File: config.mk
export PLATFORM = sky130hd
export DESIGN_NAME = sns_cfg_bank
export DESIGN_NICKNAME = d
export VERILOG_FILES = /design/src/design/sns_pkg.sv /design/src/design/sns_irq.sv /design/src/design/sns_wdt.sv /design/src/design/sns_cfg_bank.sv
export VERILOG_INCLUDE_DIRS = /design/src /design/src/design
export SDC_FILE = /design/constraint.sdc
export NUM_CORES = 1
export LEC_CHECK = 0
export BUFFER_PORTS_ARGS = -buffer_cell sky130_fd_sc_hd__buf_2
export CAP_MARGIN = 20
export CORE_MARGIN = 3
export CORE_UTILIZATION = 40
export CTS_BUF_LIST = sky130_fd_sc_hd__clkbuf_8
export DETAILED_ROUTE_END_ITERATION = 7
export SLEW_MARGIN = 40
export SYNTH_ARGS = -nofsm -noshare
export SYNTH_HDL_FRONTEND = slang
export SYNTH_HIERARCHICAL = 1
export SYNTH_SLANG_ARGS = --single-unit
File: constraint.sdc
create_clock -name sys_clk -period 4.4 [get_ports sys_clk]
set_clock_uncertainty 0.1 [all_clocks]
set_input_delay 1.32 -clock sys_clk [delete_from_list [all_inputs] [get_ports sys_clk]]
set_output_delay 1.32 -clock sys_clk [all_outputs]
set_load 0.01 [all_outputs]
File: src/design/sns_cfg.svh
// Purpose: constants of the sensor configuration register bank
// Assumes: byte-wide registers at byte offsets
// Notes:   addresses, field positions, reset values, timing
`ifndef SNS_CFG_SVH
`define SNS_CFG_SVH
// register offsets
`define SNS_A_INTST  8'h11
`define SNS_A_SRC    8'h18
`define SNS_A_IRQ    8'h19
`define SNS_A_IFC    8'h1A
`define SNS_A_PWR    8'h1B
`define SNS_A_OSR    8'h1C
`define SNS_A_ODR    8'h1D
// defined bits of each writable register
`define SNS_M_SRC    8'h1F
`define SNS_M_IRQ    8'h5F
`define SNS_M_IFC    8'h07
`define SNS_M_PWR    8'h33
`define SNS_M_OSR    8'h3F
`define SNS_M_ODR    8'h1F
// reset values
`define SNS_RST_SRC  8'h00
`define SNS_RST_IRQ  8'h00
`define SNS_RST_IFC  8'h00
`define SNS_RST_PWR  8'h00
`define SNS_RST_OSR  8'h00
`define SNS_RST_ODR  8'h00
// field positions
`define SNS_F_DECIM  2:0
`define SNS_F_SRC    4:3
`define SNS_B_OD     0
`define SNS_B_LVL    1
`define SNS_B_LATCH  2
`define SNS_B_FWM    3
`define SNS_B_FFULL  4
`define SNS_B_DRDY   6
`define SNS_B_3W     0
`define SNS_B_WDTEN  1
`define SNS_B_WDTSEL 2
`define SNS_B_PEN    0
`define SNS_B_TEN    1
`define SNS_F_MODE   5:4
`define SNS_F_OSRP   2:0
`define SNS_F_OSRT   5:3
`define SNS_F_ODR    4:0
`define SNS_S_FWM    0
`define SNS_S_FFULL  1
`define SNS_S_DRDY   3
// field codes and limits
`define SNS_SRC_FILT 2'h1
`define SNS_MODE_SLP 2'h0
`define SNS_MODE_NRM 2'h3
`define SNS_OSR_MAX  3'h5
`define SNS_ODR_MAX  5'h11
// timing
`define SNS_CLK_NS       4
`define SNS_WDT_SHORT_US 1250
`define SNS_WDT_LONG_US  40000
`endif

File: src/design/sns_pkg.sv
// Purpose: types of the sensor configuration register bank
// Assumes: nothing
// Notes:   constants live in sns_cfg.svh
package sns_pkg;
   typedef enum logic [1:0] {
      SNS_SLEEP,
      SNS_FORCED,
      SNS_NORMAL
   } sns_pwr_mode_t;
   typedef enum logic [1:0] {
      SNS_WDT_IDLE,
      SNS_WDT_RUN,
      SNS_WDT_TRIP
   } sns_wdt_st_t;
endpackage

File: src/design/sns_irq.sv
// Purpose: interrupt flags and interrupt pin driver
// Assumes: events synchronous to sys_clk
// Notes:   pin and flags update together
`timescale 1ns/1ns
module sns_irq (
   input  wire logic       sys_clk,
   input  wire logic       reset_n,
   input  wire logic [2:0] ev,
   input  wire logic [2:0] ev_en,
   input  wire logic       latch,
   input  wire logic       clr,
   input  wire logic       drive_od,
   input  wire logic       act_high,
   output logic      [2:0] flags,
   output logic            pin_o,
   output logic            pin_oe
);
   import sns_pkg::*;
   logic [2:0] flags_nxt;
   logic       pin_nxt;
   logic       oe_nxt;
   logic       lvl;

   // gated events, sticky when latching, set beats clear
   always_comb begin
      flags_nxt = ev & ev_en;
      if (latch) begin
         flags_nxt = (flags & ~{3{clr}}) | (ev & ev_en);
      end
      lvl = act_high ? (|flags_nxt) : ~(|flags_nxt);
      pin_nxt = drive_od ? 1'b0 : lvl;
      oe_nxt = drive_od ? ~lvl : 1'b1;
   end

   // flag and pin registers
   always_ff @(posedge sys_clk or negedge reset_n) begin
      if (!reset_n) begin
         flags  <= 3'h0;
         pin_o  <= 1'b1;
         pin_oe <= 1'b1;
      end else begin
         flags  <= flags_nxt;
         pin_o  <= pin_nxt;
         pin_oe <= oe_nxt;
      end
   end
endmodule // sns_irq

File: src/design/sns_wdt.sv
// Purpose: bus watchdog for stalled serial transactions
// Assumes: bus_edge pulses on each bus clock edge
// Notes:   abort is a one-cycle pulse
`timescale 1ns/1ns
module sns_wdt #(
   parameter int SHORT_CYC = 312500,
   parameter int LONG_CYC  = 10000000
) (
   input  wire logic sys_clk,
   input  wire logic reset_n,
   input  wire logic enable,
   input  wire logic long_sel,
   input  wire logic bus_active,
   input  wire logic bus_edge,
   output logic      abort
);
   import sns_pkg::*;
   sns_wdt_st_t st_r, st_nxt;
   logic [23:0] cnt_r, cnt_nxt, lim;
   logic        abort_nxt;

   // stall counter, restarted by every bus edge
   always_comb begin
      lim = long_sel ? LONG_CYC[23:0] : SHORT_CYC[23:0];
      st_nxt = st_r;
      cnt_nxt = cnt_r;
      abort_nxt = 1'b0;
      case (st_r)
         SNS_WDT_IDLE: begin
            cnt_nxt = 24'h0;
            if (enable && bus_active) st_nxt = SNS_WDT_RUN;
         end
         SNS_WDT_RUN: begin
            if (!enable || !bus_active) begin
               st_nxt = SNS_WDT_IDLE;
            end else if (bus_edge) begin
               cnt_nxt = 24'h0;
            end else if (cnt_r >= lim - 24'h1) begin // period cut mid-count
               st_nxt = SNS_WDT_TRIP;
               abort_nxt = 1'b1;
            end else begin
               cnt_nxt = cnt_r + 24'h1;
            end
         end
         SNS_WDT_TRIP: begin
            if (!bus_active) st_nxt = SNS_WDT_IDLE;
         end
         default: st_nxt = SNS_WDT_IDLE;
      endcase
   end

   // state registers
   always_ff @(posedge sys_clk or negedge reset_n) begin
      if (!reset_n) begin
         st_r  <= SNS_WDT_IDLE;
         cnt_r <= 24'h0;
         abort <= 1'b0;
      end else begin
         st_r  <= st_nxt;
         cnt_r <= cnt_nxt;
         abort <= abort_nxt;
      end
   end
endmodule // sns_wdt

File: src/design/sns_cfg_bank.sv
// Purpose: configuration register bank of a pressure sensor
// Assumes: register port driven by the serial protocol engine
// Notes:   read data valid one cycle after reg_rd
`timescale 1ns/1ns
`include "sns_cfg.svh"
module sns_cfg_bank #(
   parameter int WDT_SHORT_CYC =
      `SNS_WDT_SHORT_US * 1000 / `SNS_CLK_NS,
   parameter int WDT_LONG_CYC =
      `SNS_WDT_LONG_US * 1000 / `SNS_CLK_NS
) (
   input  wire logic          sys_clk,
   input  wire logic          reset_n,
   input  wire logic          soft_reset,
   input  wire logic          nvm_wdt_en,
   input  wire logic          nvm_wdt_sel,
   input  wire logic [7:0]    reg_addr,
   input  wire logic          reg_wr,
   input  wire logic [7:0]    reg_wdata,
   input  wire logic          reg_rd,
   output logic      [7:0]    reg_rdata,
   input  wire logic          sample_in,
   output logic               sample_keep,
   output logic               use_filtered,
   input  wire logic          ev_fwm,
   input  wire logic          ev_ffull,
   input  wire logic          ev_drdy,
   output logic               int_pin_o,
   output logic               int_pin_oe,
   output logic               three_wire_serial,
   input  wire logic          i2c_active,
   input  wire logic          i2c_edge,
   output logic               i2c_abort,
   input  wire logic          meas_tick,
   output logic               meas_start_press,
   output logic               meas_start_temp,
   output sns_pkg::sns_pwr_mode_t pwr_mode,
   output logic      [5:0]    press_osr_ratio,
   output logic      [5:0]    temperature_oversample,
   output logic      [4:0]    rate_div_exp
);
   import sns_pkg::*;
   logic [7:0]  src_r, irq_r, ifc_r, pwr_r, osr_r, odr_r;
   logic [7:0]  src_nxt, irq_nxt, ifc_nxt, pwr_nxt, osr_nxt;
   logic [7:0]  odr_nxt, rd_nxt, intst;
   logic        nvm_done_r, nvm_done_nxt;
   logic [6:0]  dec_cnt_r, dec_cnt_nxt;
   logic [7:0]  dec_mask;
   logic [16:0] rate_cnt_r, rate_cnt_nxt;
   logic [17:0] rate_mask;
   logic        force_r, force_nxt, fire;
   logic        keep_nxt, filt_nxt, sp_nxt, st_nxt;
   logic [4:0]  exp_sat;
   logic [2:0]  flags;
   logic        st_rd;
   sns_pwr_mode_t mode_nxt;

   // oversampling code to one-hot ratio, undefined codes at x32
   function automatic logic [5:0] osr_ratio(input logic [2:0] c);
      logic [2:0] s;
      s = (c > `SNS_OSR_MAX) ? `SNS_OSR_MAX : c;
      osr_ratio = 6'h01 << s;
   endfunction

   // status read strobe clears the flags
   assign st_rd = reg_rd && (reg_addr == `SNS_A_INTST);

   // register writes, soft reset and nonvolatile defaults
   always_comb begin
      src_nxt = src_r;
      irq_nxt = irq_r;
      ifc_nxt = ifc_r;
      pwr_nxt = pwr_r;
      osr_nxt = osr_r;
      odr_nxt = odr_r;
      nvm_done_nxt = 1'b1;
      force_nxt = 1'b0;
      if (soft_reset) begin
         src_nxt = `SNS_RST_SRC;
         irq_nxt = `SNS_RST_IRQ;
         ifc_nxt = `SNS_RST_IFC;
         pwr_nxt = `SNS_RST_PWR;
         osr_nxt = `SNS_RST_OSR;
         odr_nxt = `SNS_RST_ODR;
         nvm_done_nxt = 1'b0;
      end else begin
         if (reg_wr) begin
            case (reg_addr)
               `SNS_A_SRC: src_nxt = reg_wdata & `SNS_M_SRC;
               `SNS_A_IRQ: irq_nxt = reg_wdata & `SNS_M_IRQ;
               `SNS_A_IFC: ifc_nxt = reg_wdata & `SNS_M_IFC;
               `SNS_A_PWR: begin
                  pwr_nxt = reg_wdata & `SNS_M_PWR;
                  force_nxt = (reg_wdata[`SNS_F_MODE] !=
                     `SNS_MODE_SLP) && (reg_wdata[`SNS_F_MODE] !=
                     `SNS_MODE_NRM);
               end
               `SNS_A_OSR: osr_nxt = reg_wdata & `SNS_M_OSR;
               `SNS_A_ODR: odr_nxt = reg_wdata & `SNS_M_ODR;
               default: src_nxt = src_r;
            endcase
         end
         if (!nvm_done_r) begin
            ifc_nxt[`SNS_B_WDTEN] = nvm_wdt_en;
            ifc_nxt[`SNS_B_WDTSEL] = nvm_wdt_sel;
         end
      end
   end

   // configuration registers
   always_ff @(posedge sys_clk or negedge reset_n) begin
      if (!reset_n) begin
         src_r <= `SNS_RST_SRC;
         irq_r <= `SNS_RST_IRQ;
         ifc_r <= `SNS_RST_IFC;
         pwr_r <= `SNS_RST_PWR;
         osr_r <= `SNS_RST_OSR;
         odr_r <= `SNS_RST_ODR;
         nvm_done_r <= 1'b0;
         force_r <= 1'b0;
      end else begin
         src_r <= src_nxt;
         irq_r <= irq_nxt;
         ifc_r <= ifc_nxt;
         pwr_r <= pwr_nxt;
         osr_r <= osr_nxt;
         odr_r <= odr_nxt;
         nvm_done_r <= nvm_done_nxt;
         force_r <= force_nxt;
      end
   end

   // status image and read data mux
   always_comb begin
      intst = 8'h00;
      intst[`SNS_S_FWM] = flags[0];
      intst[`SNS_S_FFULL] = flags[1];
      intst[`SNS_S_DRDY] = flags[2];
      rd_nxt = reg_rdata;
      if (reg_rd) begin
         case (reg_addr)
            `SNS_A_INTST: rd_nxt = intst;
            `SNS_A_SRC: rd_nxt = src_r;
            `SNS_A_IRQ: rd_nxt = irq_r;
            `SNS_A_IFC: rd_nxt = ifc_r;
            `SNS_A_PWR: rd_nxt = pwr_r;
            `SNS_A_OSR: rd_nxt = osr_r;
            `SNS_A_ODR: rd_nxt = odr_r;
            default: rd_nxt = 8'h00;
         endcase
      end
   end

   // decimation, rate divider and measurement triggers
   always_comb begin
      dec_mask = (8'h01 << src_r[`SNS_F_DECIM]) - 8'h01;
      dec_cnt_nxt = dec_cnt_r;
      keep_nxt = 1'b0;
      if (sample_in) begin
         keep_nxt = ((dec_cnt_r & dec_mask[6:0]) == 7'h00);
         dec_cnt_nxt = dec_cnt_r + 7'h01;
      end
      filt_nxt = (src_r[`SNS_F_SRC] == `SNS_SRC_FILT);
      exp_sat = (odr_r[`SNS_F_ODR] > `SNS_ODR_MAX) ?
         `SNS_ODR_MAX : odr_r[`SNS_F_ODR];
      rate_mask = (18'h00001 << exp_sat) - 18'h00001;
      rate_cnt_nxt = rate_cnt_r;
      fire = force_r;
      if (pwr_r[`SNS_F_MODE] == `SNS_MODE_NRM && meas_tick) begin
         fire = ((rate_cnt_r & rate_mask[16:0]) == 17'h0);
         rate_cnt_nxt = rate_cnt_r + 17'h1;
      end
      sp_nxt = fire && pwr_r[`SNS_B_PEN];
      st_nxt = fire && pwr_r[`SNS_B_TEN];
      case (pwr_r[`SNS_F_MODE])
         `SNS_MODE_SLP: mode_nxt = SNS_SLEEP;
         `SNS_MODE_NRM: mode_nxt = SNS_NORMAL;
         default: mode_nxt = SNS_FORCED;
      endcase
   end

   // registered outputs
   always_ff @(posedge sys_clk or negedge reset_n) begin
      if (!reset_n) begin
         reg_rdata <= 8'h00;
         dec_cnt_r <= 7'h00;
         rate_cnt_r <= 17'h0;
         sample_keep <= 1'b0;
         use_filtered <= 1'b0;
         meas_start_press <= 1'b0;
         meas_start_temp <= 1'b0;
         pwr_mode <= SNS_SLEEP;
         three_wire_serial <= 1'b0;
         press_osr_ratio <= 6'h01;
         temperature_oversample <= 6'h01;
         rate_div_exp <= 5'h00;
      end else begin
         reg_rdata <= rd_nxt;
         dec_cnt_r <= dec_cnt_nxt;
         rate_cnt_r <= rate_cnt_nxt;
         sample_keep <= keep_nxt;
         use_filtered <= filt_nxt;
         meas_start_press <= sp_nxt;
         meas_start_temp <= st_nxt;
         pwr_mode <= mode_nxt;
         three_wire_serial <= ifc_r[`SNS_B_3W];
         press_osr_ratio <= osr_ratio(osr_r[`SNS_F_OSRP]);
         temperature_oversample <= osr_ratio(osr_r[`SNS_F_OSRT]);
         rate_div_exp <= exp_sat;
      end
   end

   // interrupt flags and pin
   sns_irq u_irq (
      .sys_clk  (sys_clk),
      .reset_n  (reset_n),
      .ev       ({ev_drdy, ev_ffull, ev_fwm}),
      .ev_en    ({irq_r[`SNS_B_DRDY], irq_r[`SNS_B_FFULL],
                  irq_r[`SNS_B_FWM]}),
      .latch    (irq_r[`SNS_B_LATCH]),
      .clr      (st_rd),
      .drive_od (irq_r[`SNS_B_OD]),
      .act_high (irq_r[`SNS_B_LVL]),
      .flags    (flags),
      .pin_o    (int_pin_o),
      .pin_oe   (int_pin_oe)
   );

   // bus watchdog
   sns_wdt #(
      .SHORT_CYC (WDT_SHORT_CYC),
      .LONG_CYC  (WDT_LONG_CYC)
   ) u_wdt (
      .sys_clk    (sys_clk),
      .reset_n    (reset_n),
      .enable     (ifc_r[`SNS_B_WDTEN]),
      .long_sel   (ifc_r[`SNS_B_WDTSEL]),
      .bus_active (i2c_active),
      .bus_edge   (i2c_edge),
      .abort      (i2c_abort)
   );
endmodule // sns_cfg_bank

# After elaboration in Yosys (flattened, before gate mapping)
# Cells that the tools add are included.
# W data, S select, Z words.
[word_totals]
regBits = 138
input_bits = 30
out_inout_bits = 35
word_cells = 150
[classes]
add_sub_neg = 6
magnitude_cmp = 4
n_eq_ne = 20
shift = 4
mux = 49
bitwise = 8
n_reduce_logical = 32
[op_table]
columns = ["cell", "n"]
rows = [
  ["$mux W8", 18],
  ["$mux W24", 4],
  ["$eq A8 B5 Y1 const B", 7],
  ["$pmux W8 S7", 1],
  ["$pmux W24 S2", 1],
  ["$add A24 B1 Y24 const B", 1],
  ["$ge A24 B24 Y1", 1],
  ["$sub A24 B1 Y24 const B", 1],
  ["$reduce_bool A2 Y1", 9],
  ["$add A17 B1 Y17 const B", 1],
  ["$and A17 B17 Y17", 1],
  ["$logic_not A17 Y1", 1],
  ["$shl A1 B5 Y17 const A", 1],
  ["$sub A17 B1 Y17 const B", 1],
  ["$reduce_and A2 Y1", 7],
  ["$mux W1", 13],
  ["$mux W2", 6],
  ["$shl A1 B3 Y6 const A", 2],
  ["$mux W3", 3],
  ["$add A7 B1 Y7 const B", 1],
  ["$and A7 B7 Y7", 1],
  ["$logic_not A7 Y1", 1],
  ["$shl A1 B3 Y7 const A", 1],
  ["$sub A7 B1 Y7 const B", 1],
  ["23 further kinds", 39],
]

# Longest topological paths before layout
# Gate-level depths: netlist (run 1).
[depth]
ltp_word = 11
mapped_depth = 11
depth_no_buf = 8

# Hierarchy
# The synthesis (run 1) kept the hierarchy.
[by_module_without_submodules]
columns = ["mod", "n_inst", "cells_each", "area_each_um2", "seq_area_each_um2"]
rows = [
  ["sns_cfg_bank", 1, 401, 4239.1, 2154.6],
  ["sns_wdt", 1, 204, 1866.8, 675.6],
  ["sns_irq", 1, 18, 251.5, 127.6],
]

# Worst setup path before layout (run 1)
# Ideal clock, no wire load.
[synth_timing]
path_type = "input port to flip-flop"
start = "input port reg_addr[5]"
end = "register u_irq.pin_o"
setup_time_ns = 0.085
arrival_time_ns = 3.066
t_required_ns = 4.215
slack_ns = 1.149
cell_stages = 7
path_buffers = 0
path_cell_list = "nor4b_1 nand3_1 nor4_1 nor2b_4 a22o_4 nor3_4 mux2_1"
[synth_via]
elab_chain_len = 10
[synth_lines]
columns = ["item", "line", "source"]
rows = [
  ["start, declared", "sns_cfg_bank.sv:17", "input wire logic [7:0] reg_addr,"],
  ["$eq A8 B5 Y1 *", "-", ""],
  ["$logic_and A1 B1 Y1 *", "sns_cfg_bank.sv:66", "assign st_rd = reg_rd && (reg_addr == `SNS_A_INTST);"],
  ["named net st_rd", "sns_cfg_bank.sv:55", "logic st_rd;"],
  ["$not A3 Y3 *", "sns_irq.sv:28", "flags_nxt = (flags & ~{3{clr}}) | (ev & ev_en);"],
  ["$and A3 B3 Y3 *", "sns_irq.sv:28", ""],
  ["$or A3 B3 Y3 *", "sns_irq.sv:28", ""],
  ["$mux W3 *", "sns_irq.sv:27", "if (latch) begin"],
  ["named net u_irq.flags_nxt[1]", "sns_irq.sv:19", "logic [2:0] flags_nxt;"],
  ["$reduce_or A3 Y1 *", "sns_irq.sv:30", "lvl = act_high ? (|flags_nxt) : ~(|flags_nxt);"],
  ["$not A1 Y1", "sns_irq.sv:30", ""],
  ["$mux W1 *", "sns_irq.sv:30", ""],
  ["$mux W1 *", "sns_irq.sv:31", "pin_nxt = drive_od ? 1'b0 : lvl;"],
  ["named net u_irq.pin_nxt", "sns_irq.sv:20", "logic pin_nxt;"],
  ["end signal, assigned", "sns_irq.sv:43", "pin_o <= pin_nxt;"],
  ["end, declared", "sns_irq.sv:15", "output logic pin_o,"],
]
# Mark *: on every way through the listed nets, which the timed path passes. The rest lies on a longest branch.
# A chain may end at the register's enable or synchronous reset.

# Final worst setup path (run 1)
[layout_timing]
start = "register odr_r[2]"
end = "register meas_start_temp"
[layout_via]
elab_chain_len = 8
[layout_lines]
columns = ["item", "line", "source"]
rows = [
  ["start, declared", "sns_cfg_bank.sv:43", "logic [7:0] src_r, irq_r, ifc_r, pwr_r, osr_r, odr_r;"],
  ["start signal, assigned", "sns_cfg_bank.sv:118", "odr_r <= `SNS_RST_ODR;"],
  ["start signal, assigned", "sns_cfg_bank.sv:127", "odr_r <= odr_nxt;"],
  ["$gt A5 B5 Y1 (no line)", "-", ""],
  ["$mux W5 *", "sns_cfg_bank.sv:164", "exp_sat = (odr_r[`SNS_F_ODR] > `SNS_ODR_MAX) ?"],
  ["$shl A1 B5 Y17 *", "sns_cfg_bank.sv:166", "rate_mask = (18'h00001 << exp_sat) - 18'h00001;"],
  ["$sub A17 B1 Y17 *", "sns_cfg_bank.sv:166", ""],
  ["$and A17 B17 Y17 *", "sns_cfg_bank.sv:170", "fire = ((rate_cnt_r & rate_mask[16:0]) == 17'h0);"],
  ["$logic_not A17 Y1 *", "sns_cfg_bank.sv:170", ""],
  ["$mux W1 *", "sns_cfg_bank.sv:169", "if (pwr_r[`SNS_F_MODE] == `SNS_MODE_NRM && meas_tick) begin"],
  ["$logic_and A1 B1 Y1 *", "sns_cfg_bank.sv:174", "st_nxt = fire && pwr_r[`SNS_B_TEN];"],
  ["named net st_nxt", "sns_cfg_bank.sv:52", "logic keep_nxt, filt_nxt, sp_nxt, st_nxt;"],
  ["end signal, assigned", "sns_cfg_bank.sv:204", "meas_start_temp <= st_nxt;"],
  ["end, declared", "sns_cfg_bank.sv:36", "output logic meas_start_temp,"],
]
# Marked as above.

==> impl_results.md, run 1 <==
- Status: finished clean
- Critical path type: flip-flop to flip-flop
- Proportion of netlist area held by the largest area contributor: 0.449
- Setup-failing EPs final: 0
- Clock sink count: 118
- DRC viols: 0
- Fin Setup TNS: 0 ps
- Yosys reg bits: 118
- Post-Syn Area: ~6400 um2
- Biggest area consumer among synthesized cells: dfrtp_1
- RR Startpoint: odr_r[2]
- Post-CTS setup buffers: 0
- Number of global-route vias before repair: just over 5000
- Via count: 5200
- IO Pins: 65
- Hold path start: rate_cnt_r[16]
- Floorplan core area: 15400 um2
- Synth Warn #: 6
- Drt first pass iters: 4
- IO buf count: 62
- Worst R2R Path Depth: 8
- Pwr/cell area: between 300 and 400 nW/um2
- Routed WL: 15300 um
- Synth-to-Final Area Change: 12.9%
- Sequential-to-total area share from yosys stat: 0.465
- Tightest Hold Check Type: flip-flop to flip-flop
- Critical Path RT: 4600 ps
- Synth async-reset ratio: 1.00
- Post-CTS Resized: 0
- RSZ-0062 raised after global routing: false
- WL/cell: 17.0 um
- Hold path cells: 1
- Most used DFF post-synth: dfrtp_1
- CTS Buf Count: 17
- Post-DP HPWL: ~11000 um
- Cts hold-fix bufs: 0
- Endpoint class of the critical path: flip-flop
- Deepest clock path buffer count: 2
- Synthesized area per cell: just over 10 um2
- CP Max Fanout: 20
- Fin crit share: 0.732
- Final ANT Viol Nets: 0
- CP Data Arrival Time: 3420 ps
- Initial antenna violation count: 0
- Vias per std cell: 5.77
- Critical Path Start Type: flip-flop
- Final hold vios: 0
- Mapped Cells: 623
- Die Width: 132 um
- R2R setup slack: 1180 ps
- Skew-Pair Late Insertion Delay: 430 ps
- Worst Tran Pin Value: 718 ps
- Num rows: 45
- Synth cell types: 83
- Layout Nets: 724
- Die area: 17400 um2
- Root Driver: clkbuf_8
- Reg clk slew, reported paths: 80 ps
- Worst rel slew slack: 0.521
- Die Span Y: 132 um
- Largest net degree at the start of global routing: between 80 and 90
- H-tree depth: 4
- Worst Hold End: rate_cnt_r[16]
- Largest cells by area after synthesis: dfrtp_1 (45%), mux2i_1 (3.5%), ha_1 (3.3%)
- Crit path time final: 3220 ps
- Initial cell density of the core: 0.414
- Fraction of layout cells with a size suffix above 1: 0.181
- Tot GR Track Use: 0.179
- Leak Pwr: ~3.2 nW
- First-pass GRT wire length: 25700 um
- # diodes: 0
- RR Endpoint: meas_start_temp
- GP Congestion: 0.878
- Fmax: 0.310 GHz
- Syn nets: 670
- Global route total overflow: 0
- Initial DRC count: 350
- Max Cap Viol: 0
- Peak VDD IR: 0.192 mV
- Max Slew Vio Count: 0
- CTS tree: built
- Post-synth EDFFs: 0
- Hold_ws: 369 ps
metrics by stage:
step                power [mW]  instances   util  setup slack [ps]  area (um2)
global placement          1.34        869  0.443               818        6810
detailed placement        1.34        869  0.443               828        6810
global route              2.35        901  0.467              1010        7180
CTS                       2.26        901  0.467              1250        7180
floorplan                 1.27        623      -              1150        6360
finish                    2.24        901  0.467              1180        7180
registers in the layout, summed over array words and instances, names as in the netlist, 5 cells and up:
name	count
temperature_oversample	6
u_wdt/cnt_r	24
rate_div_exp	5
press_osr_ratio	6
rate_cnt_r	17
src_r	5
odr_r	5
osr_r	6
dec_cnt_r	7
irq_r	6
reg_rdata	7
power breakdown:
part / internal, mW / switching (mW) / leakage (nW) / total (mW)
clock: 0.445 / 0.472 / 0.168 / 0.918
sequential: 1.12 / 0.0444 / 1.61 / 1.16
combinational: 0.0608 / 0.0954 / 1.43 / 0.156
worst max path at each step:
stage,startpoint,endpoint,slack (ps)
3_3_place_gp,reg_addr[5],u_irq/pin_oe,820
3_5_place_dp,reg_addr[5],u_irq/pin_oe,830
4_1_cts,odr_r[2],meas_start_temp,1250
2_1_floorplan,reg_addr[5],u_irq/pin_o,1150
5_1_grt,odr_r[2],meas_start_temp,1010
6_report,odr_r[2],meas_start_temp,1180
cells by family after synthesis:
family	share of synthesized area
and+or+nand+nor	0.220
DFF	0.465
buffers and inverters	0.0338
adders and majority gates	0.0350
other	0.000590
AOI/OAI and AO/OA	0.165
xor gates and xnor gates	0.0331
muxes	0.0470
worst max-delay path, stage by stage, from the launching register on:
cell and delay (ps):
dfrtp_1 640, nor2_1 330, nand3b_1 120, ha_1 410, or4b_2 710, a2111oi_0 400, a211oi_1 150, nand4_1 120
o31ai_1 100
layout make-up:
type	count	area [um2]
sequential	118	2960
multi-input combinational	460	3180
clock inverter	15	131
fill	1447	8200
tap	211	264
clock buffer	17	234
timing repair buffer	65	348
inverter	15	56.3
Yosys cell counts (4+ instances only):
cell type and n:
nor3b_1 10, a31oi_1 6, clkbuf_1 20, nand2b_1 6, o21a_1 4, o22a_1 14
dfrtp_1 114, and3_1 12, dfstp_2 4, a22o_1 4, and2_1 7, nor3_1 15
o2bb2ai_1 9, ha_1 17, nand3_1 38, mux2_2 5, nand2_1 49, xor2_1 9
or2_2 4, nor2_1 44, nor2b_1 12, a22oi_1 4, nand4_1 19, a21oi_1 24
xnor2_1 15, inv_1 14, o31ai_1 6, mux2i_1 22, o211ai_1 7, nor4_1 6
o21ai_0 15, a211oi_1 4, o311ai_1 5
placed cells by master (no fill, tap or decap), types with 7 or more instances in the layout:
| cell | n |
|---|---|
| inv_1 | 15 |
| nor3_1 | 15 |
| clkbuf_8 | 17 |
| o211ai_1 | 7 |
| a21oi_1 | 24 |
| nand2_1 | 49 |
| nor3b_1 | 10 |
| and3_1 | 12 |
| xnor2_1 | 15 |
| xor2_1 | 9 |
| nor2b_1 | 12 |
| o2bb2ai_1 | 9 |
| buf_2 | 61 |
| ha_1 | 17 |
| o22a_1 | 14 |
| o21ai_0 | 15 |
| dfrtp_1 | 114 |
| mux2i_1 | 22 |
| nand3_1 | 38 |
| nor2_1 | 44 |
| nand4_1 | 19 |
| and2_1 | 7 |
| clkinvlp_4 | 7 |
routing by layer:
metal | part of all wire | vias up | global-route usage
met5 | 0 | - | 0
met4 | 0.016 | 0 | 0.0595
met3 | 0.050 | 20 | 0.0473
met2 | 0.48 | 135 | 0.284
met1 | 0.45 | 2610 | 0.238
li1 | - | 2435 | -
Note: power is estimated with default switching activity, not from simulation.
==> inputs of run 2 (changes only) <==
Clock period 4.4 ns to 3.15 ns, I/O delays scaled along.
==> run 2 against run 1 <==
Clock power increased by 68%; sequential share of layout area decreased by 1.1 points; combinational power increased by 46%; critical endpoint is now u_wdt/cnt_r[18]; largest cell class unchanged; largest power group unchanged; highest routed layer unchanged.
==> impl_results.md, run 2 (synthesis gave the netlist of run 1 again) <==
- Status: finished clean
- CP bufs+invs: 1 (+1)
- RR Endpoint: u_wdt/cnt_r[18]
- Die Span Y: 132 um (unchanged)
- Tightest Hold Check Type: flip-flop to flip-flop
- Initial antenna violation count: 0 (unchanged)
- Hold path cells: 1 (unchanged)
- Critical path type: flip-flop to flip-flop
- First-pass GRT wire length: 26000 um (+1.4%)
- Fin crit share: 0.851 (+0.119)
- Pre-CTS setup slack: 190 ps (-637 ps)
- RSZ-0062 raised after global routing: false
- # diodes: 0 (unchanged)
- Setup-failing EPs final: 0 (unchanged)
- CP max-delay cell: o41ai_2
- Clock power frac: 0.454 (+0.044)
- Worst Hold End: dec_cnt_r[6]
- Hold path start: dec_cnt_r[6]
- R2R setup slack: 470 ps (-710 ps)
- Drt first pass iters: 5 (+1)
- Sw Share: 0.247 (-0.0261)
- Seq pwr share: 0.478 (-0.042)
- Fin Setup TNS: 0 ps (unchanged)
- Fraction of layout cells with a size suffix above 1: 0.198 (+0.0171)
- Worst Tran Pin Value: 605 ps (-114 ps)
- Number of flip-flops in the largest register: 24 (unchanged)
- Crit path time final: 2680 ps (-540 ps)
- Final core utilization: 0.480 (+0.0129)
- Max Slew Vio Count: 0 (unchanged)
- Critical Path RT: 3380 ps (-1220 ps)
- CTS tree: built
- Layout Nets: 740 (+2.2%)
- Hold_ws: 375 ps (+6.08 ps)
- Reg clk slew, reported paths: 70 ps (about the same)
- Clock sink count: 118 (unchanged)
- GP Congestion: 0.921 (+4.9%)
- Design Power: 3.39 mW (+52%)
- Filler cell count: 1415 (-2.2%)
- Top flop regs: u_wdt/cnt_r x24, rate_cnt_r x17
- Die Width: 132 um (unchanged)
- Worst rel slew slack: 0.597 (+0.0758)
- Pwr/cell area: 460 nW/um2 (+48%)
- Endpoint class of the critical path: flip-flop
- Die area: 17400 um2 (unchanged)
- Critical Path Start Type: flip-flop
- Num rows: 45 (unchanged)
- Post-DP HPWL: 11000 um (+1.3%)
- Root Driver: clkbuf_8
- H-tree depth: 4 (unchanged)
- CP Data Arrival Time: 2920 ps (-500 ps)
- Slowest stage delay, CP: 410 ps (-300 ps)
- Final hold vios: 0 (unchanged)
- Via count: 5217 (+0.33%)
- Skew-Pair Late Insertion Delay: 440 ps (about the same)
- RR Startpoint: ifc_r[2]
- DRC viols: 0 (unchanged)
- Peak VDD IR: 0.253 mV (+32%)
- Initial cell density of the core: 0.414 (unchanged)
- Floorplan core area: 15400 um2 (unchanged)
- P_int: 2.55 mW (+57%)
- Worst R2R Path Depth: 8 (unchanged)
- Cts hold-fix bufs: 0 (unchanged)
- Tot GR Track Use: 0.183 (+0.00388)
- Critical Path, Cell by Cell: inv_1, ha_1, a21oi_1, a21boi_0, o41ai_2, nand4b_2, and2_4, o41ai_1
- Vias per std cell: 5.69 (-1.4%)
- IO buf count: 62 (unchanged)
- NetSw: 839 uW (+37%)
- Number of global-route vias before repair: 5169 (+0.84%)
- CP Max Fanout: 17 (-15%)
- Initial DRC count: 422 (+21%)
- Global route total overflow: 0 (unchanged)
- CP delay by family, top: compound AO/OA/AOI/OAI gates
- Largest Register: u_wdt/cnt_r
- Final ANT Viol Nets: 0 (unchanged)
- Routed WL: 15400 um (+0.76%)
- Commonest non-fill, non-tap cell in the layout: dfrtp_1
- Combinational power share: 0.067 (-0.003)
- Fmax: 0.373 GHz (+20%)
- WL/cell: 16.8 um (-1.0%)
- CTS Buf Count: 17 (unchanged)
- Post-CTS Resized: 0 (unchanged)
- IO Pins: 65 (unchanged)
- Deepest clock path buffer count: 2 (unchanged)
- Worst setup margin: 468 ps (-710 ps)
- Leak Pwr: 3.34 nW (+4.2%)
- Synth-to-Final Area Change: 16.0%
- Most frequent cells in the layout: dfrtp_1 (114), buf_2 (61), nand2_1 (49)
- Max Cap Viol: 0 (unchanged)
- Largest net degree at the start of global routing: 59 (-28%)
- Post-CTS setup buffers: 0 (unchanged)
## run 2: cell types whose count changed in the layout (fill, tap and decap cells not counted)
cell / delta
buf_4: +16
inv_1: +1
inv_6: -2
clkbuf_8: +2
clkinv_2: -1
clkinvlp_4: -4
clkinv_4: +1
bufinv_16: +3
## run 2: cell type report
type,count,area [um2],share of cell area
Multi-Input combinational cell,460,3180,0.432
Clock inverter,13,181,0.0246
Clock buffer,19,262,0.0355
Timing Repair Buffer,81,468,0.0635
Sequential cell,118,2960,0.401
Inverter,15,56.3,0.00764
Tap cell,211,264,0.0358
## run 2: how the worst max path moves through the flow
stage	from	end	slack, ps	cells after the start
floorplan	reg_addr[5]	u_irq/pin_o	270	7
global placement	reg_addr[5]	u_irq/pin_oe	190	9
detailed placement	reg_addr[5]	u_irq/pin_oe	190	9
CTS	ifc_r[2]	u_wdt/cnt_r[18]	460	8
global route	ifc_r[2]	u_wdt/cnt_r[18]	220	8
finish	ifc_r[2]	u_wdt/cnt_r[18]	470	8
## run 2: through the flow
step | cell area [um2] | std cells
final | 7370 | 917
after global routing | 7370 | 917
after CTS | 7370 | 917
after detailed placement | 6930 | 885
after global placement | 6930 | 885
after floorplan | 6360 | 623
## run 2: power by group through the flow
stage | clock [mW] | combinational, mW | sequential, mW
4_1_cts | 1.58 | 0.233 | 1.62
3_5_place_dp | 0 | 0.231 | 1.65
6_report | 1.54 | 0.228 | 1.62
3_3_place_gp | 0 | 0.221 | 1.65
5_1_grt | 1.64 | 0.259 | 1.63
2_1_floorplan | 0 | 0.136 | 1.64
## run 2: worst register-to-register path: stages (launching register included)
cell and delay [ps]:
dfrtp_1 380, inv_1 260, ha_1 320, a21oi_1 130, a21boi_0 120, o41ai_2 410, nand4b_2 260, and2_4 280
o41ai_1 320
## run 2: layer usage
metal	share of wire	vias up	wire, um	GRT usage
met1	0.47	2584	7200	0.242
li1	-	2463	-	-
met4	0.018	0	276	0.0712
met5	0	-	0	0
met3	0.044	25	679	0.0363
met2	0.47	145	7240	0.296
